$ cat src/pkg/tmb_map.svh
// Register map, field positions, reset values and codes of the 16-bit timer block.
// Included by the timer design and the bench; holds definitions only.
`ifndef TMB_MAP_SVH
`define TMB_MAP_SVH

`define TMB_OFS_CTRL       8'h00
`define TMB_OFS_CNT_LO     8'h04
`define TMB_OFS_CNT_HI     8'h08
`define TMB_OFS_FLAG       8'h0C
`define TMB_OFS_IEN        8'h10
`define TMB_OFS_AUX        8'h14

`define TMB_CTRL_RST       8'h00
`define TMB_BYTE_ZERO      8'h00
`define TMB_CNT_ZERO       16'h0000
`define TMB_CNT_MAX        16'hFFFF
`define TMB_CNT_ONE        16'h0001
`define TMB_WORD_ZERO      32'h00000000

`define TMB_FLAG_BIT       1
`define TMB_IEN_BIT        1
`define TMB_AUX_OSC_BIT    0
`define TMB_AUX_ADC_BIT    1

`define TMB_SPECIAL_EVENT  4'hB

`define TMB_PSC_ZERO       3'h0
`define TMB_PSC_ONE        3'h1
`define TMB_PSC_LAST_DIV1  3'h0
`define TMB_PSC_LAST_DIV2  3'h1
`define TMB_PSC_LAST_DIV4  3'h3
`define TMB_PSC_LAST_DIV8  3'h7
`define TMB_PSC_CODE_DIV1  2'h0
`define TMB_PSC_CODE_DIV2  2'h1
`define TMB_PSC_CODE_DIV4  2'h2

`endif

$ cat src/pkg/tmb_pkg.sv
// Types shared by the 16-bit timer block.
// Assumes the constants of tmb_map.svh are included where the types are used.
package tmb_pkg;

	typedef struct packed {
		logic       wide_access_mode;
		logic       route_sel_hi;
		logic [1:0] prescale_sel;
		logic       route_sel_lo;
		logic       ext_sync_disable;
		logic       ext_clock_select;
		logic       counter_on;
	} tmb_ctrl_s;

	typedef struct packed {
		logic [3:0] first_cmp_mode;
		logic       first_cmp_event;
		logic [3:0] second_cmp_mode;
		logic       second_cmp_event;
	} tmb_cmp_s;

	typedef enum logic [1:0] {
		TMB_WAIT_FALL = 2'b01,
		TMB_ARMED     = 2'b10
	} tmb_arm_e;

endpackage

$ cat src/design/tmb_sync.sv
// Two-stage synchroniser for the external count clock.
// Assumes one clock domain; only the second stage may be read outside.
`timescale 1ns/1ps
module tmb_sync (
	input  wire logic pclk,
	input  wire logic presetn,
	input  wire logic async_in,
	output logic      sync_out
);

	logic stage1_reg;

	always_ff @(posedge pclk or negedge presetn) begin
		if (!presetn) begin
			stage1_reg <= 1'b0;
			sync_out   <= 1'b0;
		end else begin
			stage1_reg <= async_in;
			sync_out   <= stage1_reg;
		end
	end

endmodule

$ cat src/design/tmb_timer.sv
// Sixteen-bit up counter with prescaler, wide access buffer and special event reset.
// Assumes an APB master on pclk, inputs synchronous to pclk, and one compare event
// pulse per unit lasting one cycle.
`timescale 1ns/1ps
`include "tmb_map.svh"

module tmb_timer (
	input  wire logic             pclk,
	input  wire logic             presetn,
	input  wire logic             psel,
	input  wire logic             penable,
	input  wire logic             pwrite,
	input  wire logic [7:0]       paddr,
	input  wire logic [31:0]      pwdata,
	output logic                  pready,
	output logic [31:0]           prdata,
	output logic                  pslverr,
	input  wire tmb_pkg::tmb_cmp_s cmp_in,
	input  wire logic             ext_count_clock_pin,
	input  wire logic             shared_osc_clk,
	input  wire logic [1:0]       osc_pin_in,
	input  wire logic [1:0]       osc_pin_dir_out,
	output logic [1:0]            osc_pin_rd,
	output logic [1:0]            osc_pin_oe,
	output logic                  irq_req,
	output logic                  first_unit_uses_timer,
	output logic                  second_unit_uses_timer,
	output logic                  adc_start
);

	function automatic logic addr_is(input logic [7:0] a, input logic [7:0] ofs);
		addr_is = (a == ofs);
	endfunction

	tmb_pkg::tmb_ctrl_s ctrl_reg;
	tmb_pkg::tmb_arm_e  arm_reg;
	tmb_pkg::tmb_arm_e  arm_next;
	logic [15:0]        count_reg;
	logic [15:0]        count_next;
	logic [7:0]         hbuf_reg;
	logic [7:0]         stage_reg;
	logic [2:0]         psc_reg;
	logic [2:0]         psc_next;
	logic               ovf_flag_reg;
	logic               ovf_ien_reg;
	logic               osc_en_reg;
	logic               adc_en_reg;
	logic               src_prev_reg;

	// Bus phases: a transfer completes in the first cycle of the access phase.
	wire setup    = psel & ~penable;
	wire complete = psel & penable & pready;
	wire wr_done  = complete & pwrite;
	wire rd_done  = complete & ~pwrite;

	wire hit_ctrl = addr_is(paddr, `TMB_OFS_CTRL);
	wire hit_lo   = addr_is(paddr, `TMB_OFS_CNT_LO);
	wire hit_hi   = addr_is(paddr, `TMB_OFS_CNT_HI);
	wire hit_flag = addr_is(paddr, `TMB_OFS_FLAG);
	wire hit_ien  = addr_is(paddr, `TMB_OFS_IEN);
	wire hit_aux  = addr_is(paddr, `TMB_OFS_AUX);
	wire hit_any  = hit_ctrl | hit_lo | hit_hi | hit_flag | hit_ien | hit_aux;

	wire wr_lo   = wr_done & hit_lo;
	wire wr_hi   = wr_done & hit_hi;
	wire cnt_wr  = wr_lo | (wr_hi & ~ctrl_reg.wide_access_mode);
	wire wide    = ctrl_reg.wide_access_mode;

	wire [7:0] hi_view = wide ? hbuf_reg : count_reg[15:8];

	wire [7:0] rd_byte = hit_ctrl ? ctrl_reg :
		hit_lo ? count_reg[7:0] :
		hit_hi ? hi_view :
		hit_flag ? (8'(ovf_flag_reg) << `TMB_FLAG_BIT) :
		hit_ien ? (8'(ovf_ien_reg) << `TMB_IEN_BIT) :
		hit_aux ? ((8'(osc_en_reg) << `TMB_AUX_OSC_BIT) | (8'(adc_en_reg) << `TMB_AUX_ADC_BIT)) :
		`TMB_BYTE_ZERO;

	wire route_first  = ctrl_reg.route_sel_hi;
	wire route_second = ctrl_reg.route_sel_hi | ctrl_reg.route_sel_lo;

	wire trig_first  = route_first & cmp_in.first_cmp_event
		& (cmp_in.first_cmp_mode == `TMB_SPECIAL_EVENT);
	wire trig_second = route_second & cmp_in.second_cmp_event
		& (cmp_in.second_cmp_mode == `TMB_SPECIAL_EVENT);
	wire trig        = trig_first | trig_second;

	wire raw_src = osc_en_reg ? shared_osc_clk : ext_count_clock_pin;
	logic synced_src;

	tmb_sync u_sync (
		.pclk     (pclk),
		.presetn  (presetn),
		.async_in (raw_src),
		.sync_out (synced_src)
	);

	wire src      = ctrl_reg.ext_sync_disable ? raw_src : synced_src;
	wire src_rise = src & ~src_prev_reg;
	wire src_fall = ~src & src_prev_reg;
	wire ext_run  = ctrl_reg.counter_on & ctrl_reg.ext_clock_select;

	always_comb begin
		arm_next = arm_reg;
		case (arm_reg)
			tmb_pkg::TMB_WAIT_FALL: begin
				if (ext_run && src_fall) begin
					arm_next = tmb_pkg::TMB_ARMED;
				end
			end
			tmb_pkg::TMB_ARMED: begin
				if (!ext_run) begin
					arm_next = tmb_pkg::TMB_WAIT_FALL;
				end
			end
			default: begin
				arm_next = tmb_pkg::TMB_WAIT_FALL;
			end
		endcase
	end

	// count event per cycle or external rise
	wire edge_evt = ctrl_reg.ext_clock_select
		? ((arm_reg == tmb_pkg::TMB_ARMED) & src_rise) : 1'b1;
	wire run_evt  = ctrl_reg.counter_on & edge_evt;

	wire [2:0] psc_last =
		(ctrl_reg.prescale_sel == `TMB_PSC_CODE_DIV1) ? `TMB_PSC_LAST_DIV1 :
		(ctrl_reg.prescale_sel == `TMB_PSC_CODE_DIV2) ? `TMB_PSC_LAST_DIV2 :
		(ctrl_reg.prescale_sel == `TMB_PSC_CODE_DIV4) ? `TMB_PSC_LAST_DIV4 :
		`TMB_PSC_LAST_DIV8;
	wire psc_hit  = run_evt & (psc_reg >= psc_last);
	wire inc      = psc_hit & ~cnt_wr & ~trig;
	wire wrap     = inc & (count_reg == `TMB_CNT_MAX);

	// prescaler cleared by low write or on reaching its last count
	assign psc_next = wr_lo ? `TMB_PSC_ZERO :
		psc_hit ? `TMB_PSC_ZERO :
		run_evt ? psc_reg + `TMB_PSC_ONE : psc_reg;

	// write beats trigger, trigger beats increment
	assign count_next = wr_lo ? {(wide ? hbuf_reg : count_reg[15:8]), pwdata[7:0]} :
		(wr_hi && !wide) ? {pwdata[7:0], count_reg[7:0]} :
		trig ? `TMB_CNT_ZERO :
		inc ? count_reg + `TMB_CNT_ONE : count_reg;

	always_ff @(posedge pclk or negedge presetn) begin
		if (!presetn) begin
			count_reg    <= `TMB_CNT_ZERO;
			psc_reg      <= `TMB_PSC_ZERO;
			arm_reg      <= tmb_pkg::TMB_WAIT_FALL;
			src_prev_reg <= 1'b0;
		end else begin
			count_reg    <= count_next;
			psc_reg      <= psc_next;
			arm_reg      <= arm_next;
			src_prev_reg <= src;
		end
	end

	// buffer loads: snapshot at setup, commit at completion
	always_ff @(posedge pclk or negedge presetn) begin
		if (!presetn) begin
			stage_reg <= `TMB_BYTE_ZERO;
			hbuf_reg  <= `TMB_BYTE_ZERO;
		end else begin
			if (setup && hit_lo) begin
				stage_reg <= count_reg[15:8];
			end
			if (wide && wr_hi) begin
				hbuf_reg <= pwdata[7:0];
			end else if (wide && rd_done && hit_lo) begin
				hbuf_reg <= stage_reg;
			end
		end
	end

	// Control and side registers; the flag set wins over a software clear.
	always_ff @(posedge pclk or negedge presetn) begin
		if (!presetn) begin
			ctrl_reg     <= `TMB_CTRL_RST;
			ovf_flag_reg <= 1'b0;
			ovf_ien_reg  <= 1'b0;
			osc_en_reg   <= 1'b0;
			adc_en_reg   <= 1'b0;
		end else begin
			if (wr_done && hit_ctrl) begin
				ctrl_reg <= pwdata[7:0];
			end
			if (wrap) begin
				ovf_flag_reg <= 1'b1;
			end else if (wr_done && hit_flag) begin
				ovf_flag_reg <= pwdata[`TMB_FLAG_BIT];
			end
			if (wr_done && hit_ien) begin
				ovf_ien_reg <= pwdata[`TMB_IEN_BIT];
			end
			if (wr_done && hit_aux) begin
				osc_en_reg <= pwdata[`TMB_AUX_OSC_BIT];
				adc_en_reg <= pwdata[`TMB_AUX_ADC_BIT];
			end
		end
	end

	// Read data is prepared at setup, so each access phase takes exactly one cycle.
	always_ff @(posedge pclk or negedge presetn) begin
		if (!presetn) begin
			pready  <= 1'b0;
			pslverr <= 1'b0;
			prdata  <= `TMB_WORD_ZERO;
		end else begin
			pready  <= setup;
			pslverr <= setup & ~hit_any;
			if (setup && !pwrite) begin
				prdata <= {24'h000000, rd_byte};
			end
		end
	end

	always_ff @(posedge pclk or negedge presetn) begin
		if (!presetn) begin
			irq_req                <= 1'b0;
			adc_start              <= 1'b0;
			first_unit_uses_timer  <= 1'b0;
			second_unit_uses_timer <= 1'b0;
		end else begin
			irq_req                <= ovf_flag_reg & ovf_ien_reg;
			adc_start              <= trig & adc_en_reg;
			first_unit_uses_timer  <= route_first;
			second_unit_uses_timer <= route_second;
		end
	end

	// oscillator pins disabled while oscillator runs
	genvar gi;
	generate
		for (gi = 0; gi < 2; gi++) begin : g_oscpin
			always_ff @(posedge pclk or negedge presetn) begin
				if (!presetn) begin
					osc_pin_rd[gi] <= 1'b0;
					osc_pin_oe[gi] <= 1'b0;
				end else begin
					osc_pin_rd[gi] <= ~osc_en_reg & osc_pin_in[gi];
					osc_pin_oe[gi] <= ~osc_en_reg & osc_pin_dir_out[gi];
				end
			end
		end
	endgenerate

	wrap_flag_a: assert property (@(posedge pclk) disable iff (!presetn)
		wrap |=> ovf_flag_reg && (count_reg == `TMB_CNT_ZERO))
		else $error("Wrap did not zero the counter and set the flag.");

	irq_gate_a: assert property (@(posedge pclk) disable iff (!presetn)
		irq_req |-> $past(ovf_flag_reg) && $past(ovf_ien_reg))
		else $error("Interrupt raised without flag and enable.");

	trig_clear_a: assert property (@(posedge pclk) disable iff (!presetn)
		trig && !cnt_wr |=> count_reg == `TMB_CNT_ZERO)
		else $error("Special event did not clear the counter.");

	write_wins_a: assert property (@(posedge pclk) disable iff (!presetn)
		trig && wr_lo |=> count_reg[7:0] == $past(pwdata[7:0]))
		else $error("Trigger overrode a counter write.");

	adc_trig_a: assert property (@(posedge pclk) disable iff (!presetn)
		trig && adc_en_reg |=> adc_start)
		else $error("Special event did not start a conversion.");

	trig_noflag_a: assert property (@(posedge pclk) disable iff (!presetn)
		trig && !ovf_flag_reg && !(wr_done && hit_flag) |=> !ovf_flag_reg)
		else $error("Special event set the overflow flag.");

	psc_clear_a: assert property (@(posedge pclk) disable iff (!presetn)
		wr_lo |=> psc_reg == `TMB_PSC_ZERO)
		else $error("Low write did not clear the prescaler.");

	stop_hold_a: assert property (@(posedge pclk) disable iff (!presetn)
		!ctrl_reg.counter_on && !cnt_wr && !trig |=> $stable(count_reg))
		else $error("Counter moved while stopped.");

	wide_hi_rd_a: assert property (@(posedge pclk) disable iff (!presetn)
		setup && !pwrite && hit_hi && wide |=> prdata[7:0] == $past(hbuf_reg))
		else $error("Wide high read bypassed the buffer.");

	osc_pins_a: assert property (@(posedge pclk) disable iff (!presetn)
		osc_en_reg |=> osc_pin_rd == 2'h0 && osc_pin_oe == 2'h0)
		else $error("Oscillator pins active while oscillator enabled.");

	div_one_a: assert property (@(posedge pclk) disable iff (!presetn)
		ctrl_reg.counter_on && !ctrl_reg.ext_clock_select
		&& ctrl_reg.prescale_sel == `TMB_PSC_CODE_DIV1 && !cnt_wr && !trig
		&& count_reg != `TMB_CNT_MAX |=> count_reg == $past(count_reg) + `TMB_CNT_ONE)
		else $error("Undivided internal count did not advance by one.");

endmodule

$ cat config.mk
export PLATFORM = sky130hd
export DESIGN_NAME = tmb_timer
export DESIGN_NICKNAME = d
export VERILOG_FILES = /design/src/pkg/tmb_pkg.sv /design/src/design/tmb_sync.sv /design/src/design/tmb_timer.sv
export VERILOG_INCLUDE_DIRS = /design/src /design/src/pkg
export SDC_FILE = /design/constraint.sdc
export NUM_CORES = 1
export LEC_CHECK = 0
export BUFFER_PORTS_ARGS = -buffer_cell sky130_fd_sc_hd__buf_2
export CAP_MARGIN = 20
export CORE_MARGIN = 5
export CORE_UTILIZATION = 30
export DETAILED_ROUTE_END_ITERATION = 8
export GPL_TIMING_DRIVEN = 0
export PLACE_DENSITY = 0.51
export SKIP_LAST_GASP = 1
export SYNTH_ARGS = -nofsm -noshare
export SYNTH_HDL_FRONTEND = slang
export SYNTH_SLANG_ARGS = --single-unit
$ cat constraint.sdc
create_clock -name pclk -period 6.83 [get_ports pclk]
set_input_delay 1.0245 -clock pclk [delete_from_list [all_inputs] [get_ports pclk]]
set_output_delay 1.0245 -clock pclk [all_outputs]
set_load 0.01 [all_outputs]
* Yosys cells after proc, flatten, opt, wreduce, memory -nomap -nowiden
Index checks and enable logic that the tools add are counted.
Operators by class: add/subtract/negate cells 2, magnitude comparators 1, equal/unequal tests 15, mux-type cells 27, bitwise operators 46, reduce and logical (&&, ||, !) cells 22
Operator list (count):
- $mux 16 | 4
- $mux 8 | 6
- $and 1x1->1 | 28
- $mux 3 | 6
- $add 16x1->16 const B | 1
- $eq 16x16->1 const B | 1
- $eq 8x4->1 const B | 2
- $eq 8x5->1 const B | 2
- $logic_and 1x1->1 | 11
- $mux 2 | 5
- $not 1->1 | 9
- $eq 4x4->1 const B | 2
- $eq 8x3->1 const B | 1
- $logic_not 8->1 | 1
- $or 1x1->1 | 8
- $ne 2x2->1 const B | 3
- $reduce_bool 3->1 | 2
- $mux 1 | 5
- $eq 2x1->1 const B | 2
- $eq 2x2->1 const B | 2
- $pmux 2 s2 | 1
- $reduce_and 2->1 | 2
- $reduce_bool 2->1 | 2
- $reduce_bool 4->1 | 1
- 5 further kinds | 6
Word-level totals: bits in registers 70, bits of input ports 61, output and inout port bits 42, logic and storage cells 144

* Logic depth before layout (Yosys ltp)
Gate-level depths: netlist of the first run.
depth in word-level cells 13, gate-level depth with buffers 9, gate-level depth less buffers 8

* Cells and area by module
Synthesis of the first run repeated with hierarchy kept, for this count alone.
Unflattened totals: cells, all modules 402, area total of the unflattened synthesis 3918.8 um^2
Modules (own cells, without submodules):
- tmb_timer | instances 1, cells an instance 400, area an instance 3868.7 um^2, sequential area each 1702.9 um^2
- tmb_sync | instances 1, cells an instance 2, area an instance 50.0 um^2, sequential area each 50.0 um^2

* Worst setup path after synthesis of the first run
Ideal clock, no wire load.
kind input to register, start input paddr[1], end register count_reg[1], setup time 0.125 ns, arrival 2.752 ns, required time 6.705 ns, setup slack 3.954 ns, stages 5, path buffers 0, path through or4_4 nor4_4 nor3_2 a21oi_4 mux2_2
Between the ends: cells in the longest elaborated chain, start to end 9, elaborated cells between the ends (all ways) 14, those cells by class eq/ne: 3; mux: 1; bitwise: 7; reduce/logical: 3
Ends and longest elaborated chain:
- from (decl) | line tmb_timer.sv:13 | input wire logic [7:0] paddr,
- $eq 8x4->1 | line tmb_timer.sv:32 | addr_is = (a == ofs);
- $and 1x1->1 | line tmb_timer.sv:65 | wire wr_hi = wr_done & hit_hi;
- $and 1x1->1 | line tmb_timer.sv:66 | wire cnt_wr = wr_lo | (wr_hi & ~ctrl_reg.wide_access_mode);
- $or 1x1->1 | line tmb_timer.sv:66
- $not 1->1 | line tmb_timer.sv:133 | wire inc = psc_hit & ~cnt_wr & ~trig;
- $and 1x1->1 (2 in series) | line tmb_timer.sv:133
- $reduce_bool 3->1 (no source line)
- $reduce_and 2->1 (no source line)
- to (signal assigned) | line tmb_timer.sv:149 | count_reg <= `TMB_CNT_ZERO;
- to (signal assigned) | line tmb_timer.sv:154 | count_reg <= count_next;
- to (decl) | line tmb_timer.sv:38 | logic [15:0] count_reg;
Parallel ways exist; a longest one is shown, timed or not. A chain may end at the register's enable or synchronous reset.

* Worst setup path in the final report of the first run
start input paddr[3], end register count_reg[8]
Between the ends: cells in the longest elaborated chain, start to end 8, elaborated cells between the ends (all ways) 13, those cells by class eq/ne: 2; mux: 2; bitwise: 7; reduce/logical: 2
Ends and longest elaborated chain (line):
- $eq 8x4->1 | tmb_timer.sv:32
- $and 1x1->1 | tmb_timer.sv:65
- $and 1x1->1 | tmb_timer.sv:66
- $or 1x1->1 | tmb_timer.sv:66
- $not 1->1 | tmb_timer.sv:133
- $and 1x1->1 (2 in series) | tmb_timer.sv:133
- $reduce_bool 4->1 (no source line)
Parallel ways exist; a longest one is shown, timed or not. The select of a mux whose other input is x is not followed.

==> results of run 1 <==
-- worst paths after layout --
path / startpoint / endpoint / slack [ns] / depth (start not counted)
max reg2reg: wide / count_reg[8] / 4.07 / 8
max in group asynchronous: presetn / stage_reg[0] / 5.43 / 1
min: u_sync.stage1_reg / u_sync.sync_out / 0.35 / 0
min reg2reg: u_sync.stage1_reg / u_sync.sync_out / 0.35 / 0
min in group asynchronous: presetn / psc_reg[0] / 0.80 / 1
max: paddr[3] / count_reg[8] / 3.80 / 8
-- per-stage QoR --
step / cell area (µm²) / utilization, % / hold slack (ns) / power (mW)
3_5_place_dp: 4550 / 34.8 / 0.338 / 0.524
4_1_cts: 4900 / 37.4 / 0.350 / 1.07
2_1_floorplan: 4060 / - / 0.331 / 0.486
3_3_place_gp: 4550 / 34.8 / 0.336 / 0.524
6_report: 4900 / 37.4 / 0.346 / 1.06
5_1_grt: 4900 / 37.4 / 0.356 / 1.10
-- cell type report --
cell class / count / area [µm²]
sequential: 70 / 1750
inverter: 9 / 33.8
multi-input combinational: 296 / 2010
tap: 176 / 220
clock inverter: 7 / 123
fill: 1342 / 8190
clock buffer: 9 / 225
buffer: 41 / 259
timing repair buffer: 54 / 273
-- kinds of logic (layout without fill, tap and decap cells) --
kind of cell               count (synthesis)  after routing  share of synthesized area, %
and+or+nand+nor                          123            123                          17.5
DFF                                       70             70                          44.1
muxes                                     42             42                          11.2
buffers and inverters                     50            120                          7.37
xor gates and xnor gates                   5              5                          1.10
adders and majority gates                  5              5                          1.58
AOI/OAI and AO/OA                         97             97                          17.0
other                                      1             24                        0.0944
-- synthesized netlist by cell type (10+ instances only) --
library cell,n
a21oi_1,22
a2bb2oi_1,10
buf_4,25
dfrtp_1,69
mux2_2,21
mux2i_1,21
nand2_1,35
nor2_1,16
o21ai_0,19
o22ai_1,10
-- where the power goes --
group          internal [mW]  total [mW]  switching (mW)
combinational         0.0357      0.0840          0.0483
sequential             0.423       0.433          0.0102
clock                  0.358       0.548           0.190
-- layer usage --
metal  vias to the layer above  share of wire [%]
li1                       1585                  -
met1                      1598                 48
met2                        88                 45
met3                        14                4.9
met4                         0                2.2
met5                         -                  0
==> metrics.md, run 1 <==
| Metric | Value |
|---|---|
| Ant diodes | `0` |
| Die ar. | `15,600 µm²` |
| Worst Hold Class | `flop to flop` |
| Synth unique cells | `61` |
| Commonest non-fill, non-tap cell in the layout | `dfrtp_1` |
| Final HPWL DP | `8.22 mm` |
| Initial antenna violation count | `0` |
| Via Count | `3,285` |
| Crit end category | `flop` |
| Worst Tran Pin Value | `0.974 ns` |
| GR Util met1 | `19.4%` |
| CP required | `7.04 ns` |
| Yosys top cell by area | `dfrtp_1` |
| Nets | `547` |
| Final min period | `3.03 ns` |
| Setup Slack @ Placement | `3.47 ns` |
| Leakage Power | `2.26 nW` |
| Proportion of layout cells with a drive suffix above 1 | `27.4%` |
| Clock tree buffer depth | `2` |
| Syn Inst Count | `393` |
| Wire per inst | `16.6 µm` |
| Fin. max-slew vios | `0` |
| Fin crit share | `44.4%` |
| Startpoint Class | `primary input` |
| Grt met2 use | `21.2%` |
| Most frequent CP cell | `o21ai_0` |
| Commonest non-fill, non-tap cells in the layout | `dfrtp_1, buf_2, nand2_1` |
| CP bufs+invs | `2` |
| Detail Route Antenna Nets | `0` |
| Clock Latency Late Sink | `0.34 ns` |
| Total negative slack | `0 ns` |
| Drt total wl | `11.0 mm` |
| # hold bufs at CTS | `0` |
| Total clock sinks | `70` |
| Syn_area_per_cell | `10.1 µm²` |
| Worst setup margin | `3.80 ns` |
| Starting density of the core | `30.3%` |
| Worst Path Arrival | `3.24 ns` |
| RSZ-0062 raised after global routing | `false` |
| PwrDens | `217 nW/µm²` |
| Async set-or-reset flop fraction in the synthesized netlist | `100%` |
| Initial drt markers | `296` |
| Final Hold Fails | `0` |
| Slowest cell on crit path | `nor3b_1` |
| Worst-path cell chain | `buf_2, nor3b_1, and4_1, or3_1, clkbuf_1, o21ai_0, o21ai_0, a2bb2oi_1` |
| FMAX | `0.330 GHz` |
| Sequential fraction of the synthesis area | `44.1%` |
| Layout Cells excl Fill | `662` |
| Largest net degree at the start of global routing | `71` |
| CP max stage delay | `0.81 ns` |
| IO Pins | `103` |
| Crit Path Class | `primary input to flop` |
| Tot GR Track Use | `14.1%` |
| Rel. slew slack | `34.9%` |
| CTS tree | `built` |
| Area share of the largest cell type after synthesis | `43.5%` |
| Count of flip-flops with a built-in enable after synthesis | `0` |
| IO Port Bufs | `54` |
| Max reg flops | `16` |
| DRC | `0` |
| Pre-antenna DRT Iters | `6` |
| CTS buffer count | `9` |
| RePlAce Congestion | `0.848` |
| Status | `completed` |
| #FFs+latches synth | `70` |
| CTS Root Cell | `clkbuf_16` |
| Core ar. | `13,100 µm²` |
| First-pass GRT wire length | `17.7 mm` |
| DIE WIDTH | `125 µm` |
| Post-CTS Repair Setup Buffers | `0` |
| Post-synthesis cell area | `3970 µm²` |
| Crit-path leading delay family | `simple AND/OR/NAND/NOR gates` |
| Synth top area cells | `dfrtp_1, mux2_2, mux2i_1` |
| Ys flop type | `dfrtp_1` |
| Max-Cap Viols | `0` |
| Worst-path clk slew | `0.07 ns` |
| Vias per inst | `4.96` |
| Crit Path Max Fanout | `9` |
| Final number of setup-violating endpoints | `0` |
| CTS resizes | `0` |
| Placed cell count | `646` |
| Clock Skews | `0.0148 ns` |
| Maximum vdd ir drop | `0.000105 V` |
| Row count | `42` |
| Max H-tree Level | `3` |
| M3 GR Usage | `3.71%` |
| Chip height | `125 µm` |
| Global route overflow | `0` |
| Yosys warnings | `0` |
| Most used routing layer | `met2` |
| Vias in the first global route | `3,364` |
| Area Growth Syn to Fin | `23.3%` |
Power figures use the tool's default switching activity.
==> run 2, diff against run 1 <==
clock period = 2.8 ns   (was 6.83 ns; I/O delays follow)
==> run 2 against run 1 <==
Net effect:
- flip-flop and latch count did not move
- sequential power rose by 140%
- hold slack got worse by 0.15 ns
- register-to-register slack got worse by 3.7 ns
- sequential share of layout area barely moved
- global-route usage did not move
- die area did not move
- core utilization barely moved
- via count fell by 0.52%
- clock skew barely moved
- critical path depth rose by 1
- total power rose by 140%
==> metrics.md, run 2 (synthesized netlist as in run 1, its figures left out) <==
| Metric | Value |
|---|---|
| Fin crit share | `86.6%` |
| Crit. Startpoint | `ctrl_reg[5]` |
| DRC | `0 (unchanged)` |
| Switching Share | `23.3% (-0.063 points)` |
| Proportion of layout cells with a drive suffix above 1 | `27.6% (+0.21 points)` |
| Slowest cell on crit path | `dfrtp_1` |
| Reg2reg end | `count_reg[1]` |
| CTS buffer count | `9 (unchanged)` |
| Leakage Power | `2.26 nW (+0.11%)` |
| Clock share of power | `51.4% (about the same)` |
| Pre-antenna DRT Iters | `4 (-2)` |
| Most frequent CP cell | `a21o_1` |
| CP required | `3.02 ns (-4.02 ns)` |
| Worst-path clk slew | `0.07 ns (about the same)` |
| Worst Path Arrival | `2.65 ns (-0.59 ns)` |
| Vias in the first global route | `3,364 (unchanged)` |
| Drt total wl | `11.0 mm (+0.24%)` |
| DIE WIDTH | `125 µm (unchanged)` |
| First-pass GRT wire length | `17.7 mm (unchanged)` |
| # fillers | `1,341 (-0.075%)` |
| Starting density of the core | `30.3% (unchanged)` |
| Area Growth Syn to Fin | `23.5%` |
| Startpoint Class | `flop` |
| Worst-path cell chain | `or2_2, ha_1, nand2b_1, a21o_1, a21o_1, nand2b_4, buf_6, a21oi_4, mux2_2` |
| Maximum vdd ir drop | `0.000258 V (+140%)` |
| Worst hold slack | `0.195 ns (-0.152 ns)` |
| PwrDens | `529 nW/µm² (+140%)` |
| Clock Skews | `0.0152 ns (+0.000407 ns)` |
| R2R setup slack | `0.37 ns (-3.70 ns)` |
| RePlAce Congestion | `0.848 (unchanged)` |
| Commonest non-fill, non-tap cells in the layout | `dfrtp_1, buf_2, nand2_1` |
| Tot GR Track Use | `14.1% (unchanged)` |
| FMAX | `0.412 GHz` |
| Final min period | `2.43 ns` |
| Comb power frac | `7.9% (about the same)` |
| Nets | `547 (unchanged)` |
| Worst Hold Class | `primary input to async pin` |
| Total negative slack | `0 ns (unchanged)` |
| Internal power | `1.99 mW (+140%)` |
| Max reg flops | `16 (unchanged)` |
| # hold bufs at CTS | `0 (unchanged)` |
| Via Count | `3,268 (-0.52%)` |
| CTS tree | `built` |
| Worst Tran Pin Value | `0.880 ns (-0.0945 ns)` |
| Crit Path Max Fanout | `10 (+1)` |
| Placed cell count | `646 (unchanged)` |
| Largest net degree at the start of global routing | `71 (unchanged)` |
| Final Hold Fails | `0 (unchanged)` |
| Final number of setup-violating endpoints | `0 (unchanged)` |
| Row count | `42 (unchanged)` |
| Layout Cells excl Fill | `662 (unchanged)` |
| Clock tree buffer depth | `2 (unchanged)` |
| Clock Latency Late Sink | `0.34 ns (about the same)` |
| Crit Path Class | `flop to flop` |
| IO Pins | `103 (unchanged)` |
| CTS Root Cell | `clkbuf_16` |
| Status | `completed` |
| Vias per inst | `4.94 (-0.52%)` |
| Max-Cap Viols | `0 (unchanged)` |
| Fin. max-slew vios | `0 (unchanged)` |
| Final Total Pwr | `2.60 mW (+140%)` |
| Initial drt markers | `274 (-7.4%)` |
| R2R depth | `9 (+1)` |
| Rel. slew slack | `41.3% (+6.4 points)` |
| IO Port Bufs | `54 (unchanged)` |
| Initial antenna violation count | `0 (unchanged)` |
| Sequential Power Share | `40.7% (about the same)` |
| RSZ-0062 raised after global routing | `false` |
| Die ar. | `15,600 µm² (unchanged)` |
| Commonest non-fill, non-tap cell in the layout | `dfrtp_1` |
| CP max stage delay | `0.42 ns (-0.39 ns)` |
| Total clock sinks | `70 (unchanged)` |
| Ant diodes | `0 (unchanged)` |
| Max H-tree Level | `3 (unchanged)` |
| Psw | `0.604 mW (+140%)` |
| Crit end category | `flop` |
| Detail Route Antenna Nets | `0 (unchanged)` |
| R2r startpoint | `ctrl_reg[5]` |
| Global route overflow | `0 (unchanged)` |
| Wire per inst | `16.7 µm (+0.24%)` |
| Final HPWL DP | `8.22 mm (unchanged)` |
| Chip height | `125 µm (unchanged)` |
| Core ar. | `13,100 µm² (unchanged)` |
-- run 2: critical path, delay by kind of cell, from the launching register on --
family / cells / cell delay [ns]
AOI/OAI and AO/OA: 3 / 0.65
adders and majority gates: 1 / 0.27
buffers and inverters: 1 / 0.14
DFF: 1 / 0.42
muxes: 1 / 0.37
and+or+nand+nor: 3 / 0.47
-- run 2: layer usage --
metal | vias up | GRT usage (%) | part of all wire [%]
li1 | 1577 | - | -
met1 | 1586 | 19.4 | 48
met2 | 88 | 21.2 | 44
met3 | 17 | 3.71 | 5.2
met4 | 0 | 5.74 | 2.8
met5 | - | 0 | 0
-- run 2: area by class of cell --
| class | instances | area [µm²] | area share [%] |
|---|---|---|---|
| timing repair buffer | 54 | 273 | 5.56 |
| clock inverter | 7 | 123 | 2.50 |
| clock buffer | 9 | 225 | 4.59 |
| tap | 176 | 220 | 4.49 |
| sequential | 70 | 1750 | 35.7 |
| buffer | 41 | 259 | 5.28 |
| multi-input combinational | 296 | 2020 | 41.1 |
| inverter | 9 | 33.8 | 0.689 |
-- run 2: how the worst max path moves through the flow --
stage                               end  cells after the start  slack [ns]
after floorplan            count_reg[1]                      5        0.53
after global placement     count_reg[1]                      6        0.07
after detailed placement   count_reg[1]                      6        0.05
after CTS                  count_reg[8]                      8        0.13
after global routing      count_reg[15]                      7        0.23
final                      count_reg[1]                      9        0.37
-- run 2: what timing repair did --
item,CTS,global route
setup endpoints to repair,0,9
gates resized for setup,0,1
setup buffers,0,0
-- run 2: power groups by stage --
stage | Clock (mW) | Sequential [mW] | Combinational, mW
2_1_floorplan | 0 | 1.07 | 0.115
3_3_place_gp | 0 | 1.07 | 0.203
3_5_place_dp | 0 | 1.07 | 0.204
4_1_cts | 1.35 | 1.06 | 0.205
5_1_grt | 1.40 | 1.06 | 0.229
6_report | 1.33 | 1.06 | 0.205
-- run 2: through the flow --
| stage | worst slack [ns] | instance area, µm² | util [%] |
|---|---|---|---|
| floorplan | 0.528 | 4060 | - |
| global placement | 0.0654 | 4550 | 34.8 |
| detailed placement | 0.0494 | 4550 | 34.8 |
| CTS | 0.127 | 4900 | 37.4 |
| global route | 0.232 | 4900 | 37.5 |
| finish | 0.374 | 4900 | 37.5 |
==> run 3, diff against run 2 <==
SETUP_SLACK_MARGIN = 0.4   (was not set)
==> run 3 against run 2 <==
Net effect:
- cell count rose by 2.0%
- flip-flop and latch count unchanged
- critical path depth unchanged
- register-to-register slack gained 0.10 ns
- die area stayed put
- combinational power is 3% higher
- count of clock-buffer cells in the layout unchanged
- hold slack better by 0.0028 ns
- non-clock buffer count increased by 13
==> metrics.md, run 3 (synthesized netlist as in run 1, its figures left out) <==
| Metric | Value |
|---|---|
| Status | `completed` |
| R2R setup slack | `0.48 ns (+0.10 ns)` |
| Slowest cell on crit path | `or4b_1` |
| Final number of setup-violating endpoints | `0 (unchanged)` |
| Vias per inst | `4.98 (+0.87%)` |
| Crit end category | `flop` |
| IO Pins | `103 (unchanged)` |
| CP bufs+invs | `1 (unchanged)` |
| # fillers | `1,340 (-0.075%)` |
| RSZ-0062 raised after global routing | `false` |
| DRC | `0 (unchanged)` |
| CTS Root Cell | `clkbuf_16` |
| CP required | `3.02 ns (about the same)` |
| Final HPWL DP | `8.22 mm (unchanged)` |
| Pre-antenna DRT Iters | `5 (+1)` |
| FMAX | `0.430 GHz (+4.4%)` |
| Final min period | `2.32 ns (-0.101 ns)` |
| Clock Latency Late Sink | `0.34 ns (about the same)` |
| Die ar. | `15,600 µm² (unchanged)` |
| Most frequent CP cell | `a21o_1` |
| CTS buffer count | `9 (unchanged)` |
| Starting density of the core | `30.3% (unchanged)` |
| R2R depth | `9 (unchanged)` |
| Crit Path Max Fanout | `10 (unchanged)` |
| Maximum vdd ir drop | `0.000255 V (-1.0%)` |
| Fin crit share | `83.0% (-3.6 points)` |
| R2r startpoint | `ctrl_reg[5]` |
| Global route overflow | `0 (unchanged)` |
| Tot GR Track Use | `14.2% (+0.090 points)` |
| Wire per inst | `16.6 µm (-0.24%)` |
| Fin. max-slew vios | `0 (unchanged)` |
| Worst-path cell chain | `or2_2, ha_1, nand2b_1, a21o_1, a21o_1, nand2b_4, buf_6, or4b_1, o211a_1` |
| Initial antenna violation count | `0 (unchanged)` |
| Ant diodes | `0 (unchanged)` |
| Max-Cap Viols | `0 (unchanged)` |
| Row count | `42 (unchanged)` |
| Chip height | `125 µm (unchanged)` |
| Commonest non-fill, non-tap cells in the layout | `dfrtp_1, buf_2, buf_4` |
| Layout Cells excl Fill | `675 (+2.0%)` |
| First-pass GRT wire length | `17.8 mm (+0.55%)` |
| Clock Skews | `0.0148 ns (-0.000450 ns)` |
| Placed cell count | `646 (unchanged)` |
| Crit Path Class | `flop to flop` |
| Max H-tree Level | `3 (unchanged)` |
| Core ar. | `13,100 µm² (unchanged)` |
| Area Growth Syn to Fin | `26.5%` |
| CP max stage delay | `0.52 ns (+0.10 ns)` |
| CTS tree | `built` |
| Rel. slew slack | `41.1% (-0.20 points)` |
| Worst Tran Pin Value | `0.883 ns (+0.00300 ns)` |
| PwrDens | `518 nW/µm² (-2.2%)` |
| Drt total wl | `11.2 mm (+1.7%)` |
| IO Port Bufs | `54 (unchanged)` |
| DIE WIDTH | `125 µm (unchanged)` |
| Final Total Pwr | `2.60 mW (+0.18%)` |
| Leakage Power | `2.33 nW (+3.0%)` |
| Worst Path Arrival | `2.55 ns (-0.10 ns)` |
| # hold bufs at CTS | `0 (unchanged)` |
| Via Count | `3,361 (+2.8%)` |
| Initial drt markers | `273 (-0.36%)` |
| Detail Route Antenna Nets | `0 (unchanged)` |
| Commonest non-fill, non-tap cell in the layout | `dfrtp_1` |
| Startpoint Class | `flop` |
| Clock tree buffer depth | `2 (unchanged)` |
| Crit-path leading delay family | `simple AND/OR/NAND/NOR gates` |
| Vias in the first global route | `3,373 (+0.27%)` |
| Worst Hold Class | `primary input to async pin` |
| Worst hold slack | `0.197 ns (+0.00279 ns)` |
| Reg2reg end | `count_reg[5]` |
| Max reg flops | `16 (unchanged)` |
| Total negative slack | `0 ns (unchanged)` |
| Total clock sinks | `70 (unchanged)` |
| Largest net degree at the start of global routing | `71 (unchanged)` |
| Proportion of layout cells with a drive suffix above 1 | `30.1% (+2.5 points)` |
| Nets | `560 (+2.4%)` |
| RePlAce Congestion | `0.848 (unchanged)` |
| Final Hold Fails | `0 (unchanged)` |
| Worst-path clk slew | `0.06 ns (about the same)` |
## run 3: repair_timing
item | CTS | global route
gates resized for setup | 1 | 4
endpoints found under the setup margin | 16 | 24
pin swaps | 2 | 4
setup buffers | 6 | 7
## run 3: cell type report
type | instances | area (µm²) | share of cell area [%]
timing repair buffer | 67 | 370 | 7.37
clock buffer | 9 | 225 | 4.48
clock inverter | 7 | 123 | 2.44
buffer | 41 | 259 | 5.15
inverter | 9 | 33.8 | 0.672
sequential | 70 | 1750 | 34.9
multi-input combinational | 296 | 2040 | 40.6
tap | 176 | 220 | 4.38
## run 3: worst register-to-register path, delay by kind of cell, from the launching register on
family          cells  cell delay (ns)
compound gates      3             0.43
buf+inv             1             0.14
simple gates        4             0.98
fa+ha+maj           1             0.27
flops               1             0.41
## run 3: through the flow
stage | cell area, µm² | setup WS, ns | util, %
2_1_floorplan | 4060 | 0.528 | -
3_3_place_gp | 4550 | 0.0654 | 34.8
3_5_place_dp | 4550 | 0.0494 | 34.8
4_1_cts | 4950 | 0.405 | 37.8
5_1_grt | 5020 | 0.403 | 38.4
6_report | 5020 | 0.475 | 38.4
## run 3: how the worst max path moves through the flow
stage / start / slack (ns) / end / cells after the start
finish: ctrl_reg[5] / 0.48 / count_reg[5] / 9
global route: ctrl_reg[4] / 0.40 / count_reg[5] / 9
global placement: paddr[1] / 0.07 / count_reg[1] / 6
detailed placement: paddr[1] / 0.05 / count_reg[1] / 6
CTS: ctrl_reg[5] / 0.41 / count_reg[5] / 9
floorplan: paddr[1] / 0.53 / count_reg[1] / 5
## run 3: where the power goes
part / switching, mW / total, mW / internal [mW] / leakage (nW)
clock network: 0.459 / 1.33 / 0.873 / 0.162
logic: 0.120 / 0.211 / 0.0907 / 1.22
registers: 0.0251 / 1.06 / 1.03 / 0.948
## run 3: routing by layer
metal,vias up,wire length [µm],share of wire [%],global-route usage (%)
li1,1605,-,-,-
met1,1626,5360,48,19.7
met2,113,4930,44,21.3
met3,17,610,5.4,3.62
met4,0,313,2.8,5.61
met5,-,0,0,0
